**config.mk**
```make
export PLATFORM = sky130hd
export DESIGN_NAME = srg_top
export DESIGN_NICKNAME = d
export VERILOG_FILES = /design/src/hdl/srg_pkg.sv /design/src/hdl/srg_top.sv
export SDC_FILE = /design/constraint.sdc
export NUM_CORES = 1
export LEC_CHECK = 0
export BUFFER_PORTS_ARGS = -buffer_cell sky130_fd_sc_hd__clkbuf_2
export CORE_MARGIN = 4
export CORE_UTILIZATION = 49
export CTS_CLUSTER_SIZE = 25
export DETAILED_ROUTE_END_ITERATION = 6
export PLACE_DENSITY = 0.78
export SYNTH_ARGS = -nofsm -noshare
export SYNTH_HDL_FRONTEND = slang
export SYNTH_SLANG_ARGS = --single-unit
export TNS_END_PERCENT = 1
```
**constraint.sdc**
```tcl
create_clock -name i_clock -period 4.3 [get_ports i_clock]
set_input_delay 0.86 -clock i_clock [delete_from_list [all_inputs] [get_ports i_clock]]
set_output_delay 0.86 -clock i_clock [all_outputs]
set_load 0.01 [all_outputs]
```
**src/hdl/srg_pkg.sv**
```systemverilog
package srg_pkg;
  // Register byte offsets
  localparam logic [3:0] ctrl_off = 4'h0;
  localparam logic [3:0] status_off = 4'h4;
  localparam logic [3:0] wreq_off = 4'h8;
  localparam logic [3:0] wres_off = 4'hc;
  // Control register fields
  localparam int timeout_select_bit0_pos = 0;
  localparam int timeout_select_bit1_pos = 1;
  localparam int lock_lo_pos = 2;
  localparam int lock_hi_pos = 3;
  localparam logic [3:0] ctrl_reset = 4'h0;
  // Status register fields
  localparam int st_reset_pos = 0;
  localparam int st_second_pos = 1;
  localparam int st_third_pos = 2;
  localparam int st_protect_pos = 3;
  // Write request fields: bit0 nonvolatile, bit1 volatile
  localparam int wreq_nv_pos = 0;
  localparam int wreq_vol_pos = 1;
  // Write result fields
  localparam int wres_granted_pos = 0;
  localparam int wres_refused_pos = 1;
  // Reset timeout choices, microseconds
  localparam longint timeout0_us = 64'd50;
  localparam longint timeout1_us = 64'd100;
  localparam longint timeout2_us = 64'd200;
  localparam longint timeout3_us = 64'd400;
  localparam longint clock_mhz = 64'd125;
  localparam logic [31:0] timeout0_cycles = 32'(timeout0_us * clock_mhz);
  localparam logic [31:0] timeout1_cycles = 32'(timeout1_us * clock_mhz);
  localparam logic [31:0] timeout2_cycles = 32'(timeout2_us * clock_mhz);
  localparam logic [31:0] timeout3_cycles = 32'(timeout3_us * clock_mhz);
  typedef enum logic [2:0] {
    srg_held = 3'b001,
    srg_run = 3'b010,
    srg_free = 3'b100
  } srg_state_type;
endpackage

```
**src/hdl/srg_top.sv**
```systemverilog
`timescale 1ns/1ps
// Summary of operation
// - Reset high while main supply is low
// - Power-up holds reset for selected timeout
// - Timeout chosen by two control bits
// - Manual reset input high forces reset
// - Reset held timeout after manual release
// - Second fail follows second comparator level
// - No timeout applied to second fail
// - Third fail follows third comparator, no timeout
// - Write-protect high refuses nonvolatile writes
// - Protect plus nonzero lock refuses all writes
// - Write-protect reads as low only from reset until the pin has passed both sync stages
module srg_top #(
  parameter logic [31:0] timeout0_cyc = srg_pkg::timeout0_cycles,
  parameter logic [31:0] timeout1_cyc = srg_pkg::timeout1_cycles,
  parameter logic [31:0] timeout2_cyc = srg_pkg::timeout2_cycles,
  parameter logic [31:0] timeout3_cyc = srg_pkg::timeout3_cycles
) (
  // Clock and reset
  input wire logic i_clock,
  input wire logic i_reset,
  // Comparator and pin inputs
  input wire logic i_supply_ok,
  input wire logic i_second_monitor_in,
  input wire logic i_third_monitor_in,
  input wire logic i_manual_reset_in,
  input wire logic i_write_protect,
  // Avalon-MM slave
  input wire logic [3:0] i_address,
  input wire logic i_read,
  input wire logic i_write,
  input wire logic [31:0] i_writedata,
  output logic [31:0] o_readdata,
  output logic o_waitrequest,
  // Supervisor outputs
  output logic o_main_reset,
  output logic o_second_fail_out,
  output logic o_third_fail_out,
  // Write gate outputs
  output logic o_nv_write_ok,
  output logic o_vol_write_ok
);
  logic [4:0] pin_raw;
  logic [4:0] pin_sync;
  logic supply_ok;
  logic second_in;
  logic third_in;
  logic manual_in;
  logic protect_in;
  logic trigger;
  logic [3:0] ctrl_q;
  logic [31:0] count_q;
  logic [31:0] limit;
  srg_pkg::srg_state_type state_q;
  logic [1:0] wres_q;
  logic bus_done_q;
  logic nv_ok;
  logic vol_ok;
  logic refuse;
  logic [31:0] status_word;

  // Two-stage synchroniser per pin; only the second stage is read
  assign pin_raw = {i_write_protect, i_manual_reset_in, i_third_monitor_in,
                    i_second_monitor_in, i_supply_ok};
  for (genvar b = 0; b < 5; b++)
  begin : g_sync
    logic stage1_q;
    logic stage2_q;
    always_ff @(posedge i_clock or posedge i_reset)
    begin
      if (i_reset)
      begin
        stage1_q <= 1'b0;
        stage2_q <= 1'b0;
      end
      else
      begin
        stage1_q <= pin_raw[b];
        stage2_q <= stage1_q;
      end
    end
    assign pin_sync[b] = stage2_q;
  end

  assign supply_ok = pin_sync[0];
  assign second_in = pin_sync[1];
  assign third_in = pin_sync[2];
  assign manual_in = pin_sync[3];
  // Reset clears the sync chain; protect reads low only until the pin has passed both stages
  assign protect_in = pin_sync[4];
  // Either cause restarts the whole timeout
  assign trigger = ~supply_ok | manual_in;

  // Timeout select; a new select applies to a count in progress
  always_comb
  begin
    case ({ctrl_q[srg_pkg::timeout_select_bit1_pos],
           ctrl_q[srg_pkg::timeout_select_bit0_pos]})
      2'b00: limit = timeout0_cyc;
      2'b01: limit = timeout1_cyc;
      2'b10: limit = timeout2_cyc;
      default: limit = timeout3_cyc;
    endcase
  end

  // Reset sequencer; starts held so power-up runs a full timeout
  always_ff @(posedge i_clock or posedge i_reset)
  begin
    if (i_reset)
    begin
      state_q <= srg_pkg::srg_held;
      count_q <= 32'h0000_0000;
      o_main_reset <= 1'b1;
    end
    else
    begin
      case (state_q)
        srg_pkg::srg_held:
        begin
          o_main_reset <= 1'b1;
          count_q <= 32'h0000_0000;
          if (!trigger)
          begin
            state_q <= srg_pkg::srg_run;
          end
        end
        srg_pkg::srg_run:
        begin
          if (trigger)
          begin
            // Retrigger throws away the partial count
            state_q <= srg_pkg::srg_held;
            count_q <= 32'h0000_0000;
            o_main_reset <= 1'b1;
          end
          else if (count_q + 32'h0000_0001 >= limit)
          begin
            state_q <= srg_pkg::srg_free;
            o_main_reset <= 1'b0;
            count_q <= 32'h0000_0000;
          end
          else
          begin
            count_q <= count_q + 32'h0000_0001;
            o_main_reset <= 1'b1;
          end
        end
        // Once released, a later select write must not reassert reset
        srg_pkg::srg_free:
        begin
          count_q <= 32'h0000_0000;
          if (trigger)
          begin
            state_q <= srg_pkg::srg_held;
            o_main_reset <= 1'b1;
          end
          else
          begin
            o_main_reset <= 1'b0;
          end
        end
        default:
        begin
          state_q <= srg_pkg::srg_held;
          o_main_reset <= 1'b1;
        end
      endcase
    end
  end

  // Fail outputs carry the synchroniser latency plus one register stage
  always_ff @(posedge i_clock or posedge i_reset)
  begin
    if (i_reset)
    begin
      o_second_fail_out <= 1'b0;
      o_third_fail_out <= 1'b0;
    end
    else
    begin
      o_second_fail_out <= second_in;
      o_third_fail_out <= third_in;
    end
  end

  // Write gating; registered so the gate outputs cannot glitch
  assign nv_ok = ~protect_in;
  assign vol_ok = ~(protect_in & (ctrl_q[srg_pkg::lock_lo_pos] |
                  ctrl_q[srg_pkg::lock_hi_pos]));

  always_ff @(posedge i_clock or posedge i_reset)
  begin
    if (i_reset)
    begin
      o_nv_write_ok <= 1'b1;
      o_vol_write_ok <= 1'b1;
    end
    else
    begin
      o_nv_write_ok <= nv_ok & vol_ok;
      o_vol_write_ok <= vol_ok;
    end
  end

  // Bus handshake: one wait cycle, answer on the second edge
  always_ff @(posedge i_clock or posedge i_reset)
  begin
    if (i_reset)
    begin
      bus_done_q <= 1'b0;
      o_waitrequest <= 1'b1;
    end
    else if ((i_read | i_write) && !bus_done_q)
    begin
      bus_done_q <= 1'b1;
      o_waitrequest <= 1'b0;
    end
    else
    begin
      bus_done_q <= 1'b0;
      o_waitrequest <= 1'b1;
    end
  end

  // Control register; write takes effect when waitrequest is low
  always_ff @(posedge i_clock or posedge i_reset)
  begin
    if (i_reset)
    begin
      ctrl_q <= srg_pkg::ctrl_reset;
    end
    else if (i_write && !o_waitrequest && i_address == srg_pkg::ctrl_off)
    begin
      // Locking lives here too; a locked, protected part refuses it
      if (vol_ok)
      begin
        ctrl_q <= i_writedata[3:0];
      end
    end
  end

  // Nonvolatile needs both gates; protect plus lock blocks everything
  always_comb
  begin
    refuse = 1'b0;
    if (i_writedata[srg_pkg::wreq_nv_pos] && !(nv_ok && vol_ok))
    begin
      refuse = 1'b1;
    end
    if (i_writedata[srg_pkg::wreq_vol_pos] && !vol_ok)
    begin
      refuse = 1'b1;
    end
  end

  // Write request check: software asks, block answers granted or refused
  always_ff @(posedge i_clock or posedge i_reset)
  begin
    if (i_reset)
    begin
      wres_q <= 2'h0;
    end
    else if (i_write && !o_waitrequest && i_address == srg_pkg::wreq_off)
    begin
      // Result holds until the next request
      wres_q[srg_pkg::wres_granted_pos] <= ~refuse;
      wres_q[srg_pkg::wres_refused_pos] <= refuse;
    end
  end

  // Status bits placed by their field positions
  always_comb
  begin
    status_word = 32'h0000_0000;
    status_word[srg_pkg::st_reset_pos] = o_main_reset;
    status_word[srg_pkg::st_second_pos] = o_second_fail_out;
    status_word[srg_pkg::st_third_pos] = o_third_fail_out;
    status_word[srg_pkg::st_protect_pos] = protect_in;
  end

  // Read data registered alongside the handshake
  always_ff @(posedge i_clock or posedge i_reset)
  begin
    if (i_reset)
    begin
      o_readdata <= 32'h0000_0000;
    end
    else if (i_read && !bus_done_q)
    begin
      case (i_address)
        srg_pkg::ctrl_off: o_readdata <= {28'h0000000, ctrl_q};
        srg_pkg::status_off: o_readdata <= status_word;
        // Request register is write-only
        srg_pkg::wreq_off: o_readdata <= 32'h0000_0000;
        srg_pkg::wres_off: o_readdata <= {30'h00000000, wres_q};
        default: o_readdata <= 32'h0000_0000;
      endcase
    end
  end
endmodule

```
==> results.cfg <==
[run_status]
status = completed

[yosys]
synth_area_um2 = 3600
synth_edf_count = 0
synth_commonest_cells = dfrtp_1, nand2_1, buf_4
synth_flop_cell = dfrtp_1
synth.distinct_cells = 53
syn_inst = 370
yosys.area.top_type_share_pct = 39.6
synth_area_per_cell_um2 = 9.74
synth.area.mux_share_pct = 2.92
synthXorXnorAreaFrac_pct = 3.65
synth_top_cell_by_area = dfrtp_1
yosysSeqAreaShare_pct = 43.2
synth-seq-cells = 62
ys_top_cells_by_area = dfrtp_1, ha_1, buf_4
synth_fa_ha_area_share_pct = 7.29
yosysWarnings = 0
synth_top_family_by_area = simple AND/OR/NAND/NOR gates
async_flop_share_pct = 100
yosys.area_share.simple_pct = 23.2
synthMostInstantiatedCell = dfrtp_1
synth_compound_area_share_pct = 10.9

[layout]
multi_input_area_um2 = 1860
fin_util_pct = 57.8
drive_gt1_share_pct = 20.0
fillerInstances = 625
num-nets-final = 477
finalNonFillerCells = 512
area_growth_pct = 12.0
num_antenna_cells = 0
layout.area.seq_um2 = 1560

[worst_setup_path]
crit_fanout = 16
cp.depth = 14
reg2reg_from = count_q[0]
reg2reg_slack_ps = 180
crit_required_ps = 4580
setup.worst_path.end_class = flip-flop
crit_family = simple AND/OR/NAND/NOR gates
start_kind = flip-flop
path_cells = ha_2 > nand4_1 > nor3_2 > nand3_1 > xnor2_2 > ha_1 > o21ai_0 > nor2_1 > or4b_2 > or4_1 > or4_4 > buf_6 > a21oi_1 > a21o_1
crit_buf_inv = 1
slowest_delay_ps = 670
reg2reg_depth = 14
r2r-end = count_q[10]
timing.critical_path.slowest_stage_cell = or4b_2
worst-setup-path-type = reg2reg
critPathArrivalTime_ps = 4410

[power_and_ir_drop]
cellPowerDensity_nw_per_um2 = 332
power_switching_w = 0.000383
seq_power_share_pct = 47.4
pwr-share-comb_pct = 13.8
vdd_drop_max_mv = 0.234
p_sw_share_pct = 28.6
intPower_w = 0.000956
clockPowerShare_pct = 38.9
power_w = 0.00134
p_leak_nw = 1.98

[min_path]
hold_end = o_third_fail_out
min_delay_path_depth = 0
hold_class = reg2reg
hold_start = g_sync[2].stage2_q

[floorplanning]
initial_core_util_pct = 51.6
die_area_um2 = 8790
core-area_um2 = 6980
rows = 30
die_w_um = 93.7
die_h_um = 93.7
num_io_pins = 83

[drt]
drc = 0
wl_um = 7070
via_per_inst = 5.31
drt_first_pass_iters = 4
first_iter_violations = 112
final_antenna_net_count = 0
num_vias = 2717
post_drt_wl_per_cell_um = 13.8

[grt]
antenna_found_initial = 0
grt_max_degree = 39
grt_pass1_vias = 2693
grtUsageTotal_pct = 17.3
grt_pass1_wl_um = 12000
gr-total-overflow = 0

[clock_network]
ctsHoldBuffers = 0
clk_pin_slew_ps = 70
cts_tree = built
cts-root-buf = clkbuf_8
cts.sinks = 62
cts_buffers = 9
htreeDepth = 3
clockBufferDepth = 2
clk-insertion-delay-late_ps = 350

[timing]
setup_violations = 0
min_period_ps = 4120
relSlewSlack_pct = 49.7
slew_violations = 0
worst_slew_pin_slew_ps = 754
skew_ps = 10.1
timing.final.crit_share_pct = 95.9
hold_viol_final = 0
max_freq_mhz = 243

[run]
max-cap-violations = 0

[placed_design]
routabilityCongestion = 0.816
dp.cells = 493
numPortBuffers = 26
post-dp-hpwl_um = 5180
power groups by stage:
| stage | combinational [W] | sequential (W) | clock, W |
|---|---|---|---|
| after floorplan | 0.000147 | 0.000644 | 0 |
| after global placement | 0.000171 | 0.000644 | 0 |
| after detailed placement | 0.000180 | 0.000645 | 0 |
| after CTS | 0.000184 | 0.000634 | 0.000536 |
| after global routing | 0.000214 | 0.000639 | 0.000561 |
| final | 0.000184 | 0.000634 | 0.000521 |
per-layer routing:
metal | up-vias | track usage (%) | part of all wire [%]
met5 | - | 0 | 0
met4 | 0 | 8.42 | 2.8
met3 | 17 | 5.37 | 5.1
met2 | 67 | 28.0 | 49
met1 | 1308 | 20.9 | 43
li1 | 1325 | - | -
sequential cells by signal (all words and copies together), names as in the netlist, 2 cells and up:
name and count:
g_sync.stage2_q 5, o_readdata 4, ctrl_q 4, wres_q 2, g_sync.stage1_q 5, state_q 3, count_q 32
final cells by class:
| type | count | area share, % |
|---|---|---|
| Clock buffer | 9 | 3.07 |
| Clock inverter | 7 | 1.99 |
| Inverter | 18 | 1.67 |
| Multi-Input combinational cell | 282 | 46.1 |
| Sequential cell | 62 | 38.6 |
| Tap cell | 96 | 2.98 |
| Timing Repair Buffer | 38 | 5.55 |
cells in the final DEF, fill, tap and decap left out, types with 5 or more instances in the layout:
master and count:
a211oi_1 5, a21o_1 5, and2_1 17, and3_1 6
and4_1 5, buf_4 11, clkbuf_2 26, clkbuf_8 9
conb_1 28, dfrtp_1 56, dfstp_2 5, ha_1 20
inv_1 17, mux2i_1 6, nand2_1 42, nand2b_1 14
nand3_1 15, nand4_1 7, nor2_1 16, nor3_1 5
o21ai_0 13, or3_1 5, xnor2_1 11
logic make-up after synthesis:
family | Yosys count
AND/OR/NAND/NOR | 152
flip-flops | 62
AO/OA/AOI/OAI | 56
buffers and inverters | 53
adder cells (fa/ha/maj) | 21
XOR/XNOR | 15
multiplexers | 10
other | 1
how the worst max path moves through the flow:
stage / start / end / slack (ps)
final: count_q[0] / count_q[10] / 180
after global routing: count_q[1] / count_q[10] / -20
after CTS: count_q[0] / count_q[9] / 20
after detailed placement: count_q[0] / count_q[3] / -40
after global placement: count_q[0] / count_q[10] / 40
after floorplan: count_q[0] / count_q[10] / 290
stage by stage:
step | hold WS [ps] | instance area [µm²] | setup slack [ps] | TNS, ps
2_1_floorplan | 331 | 3700 | 295 | 0
3_3_place_gp | 332 | 3780 | 36.2 | 0
3_5_place_dp | 335 | 3780 | -39.5 | -369
4_1_cts | 354 | 3990 | 16.9 | 0
5_1_grt | 360 | 4030 | -20.8 | -20.8
6_report | 352 | 4030 | 178 | 0
repair_timing:
action,4_1_cts,5_1_grt
pin swaps,0,5
resized for setup,1,7
buffers inserted,0,3
hold endpoints to repair,0,0
gates cloned,0,0
setup endpoints to repair,14,16
No activity file was read; power rests on OpenSTA's default activity.
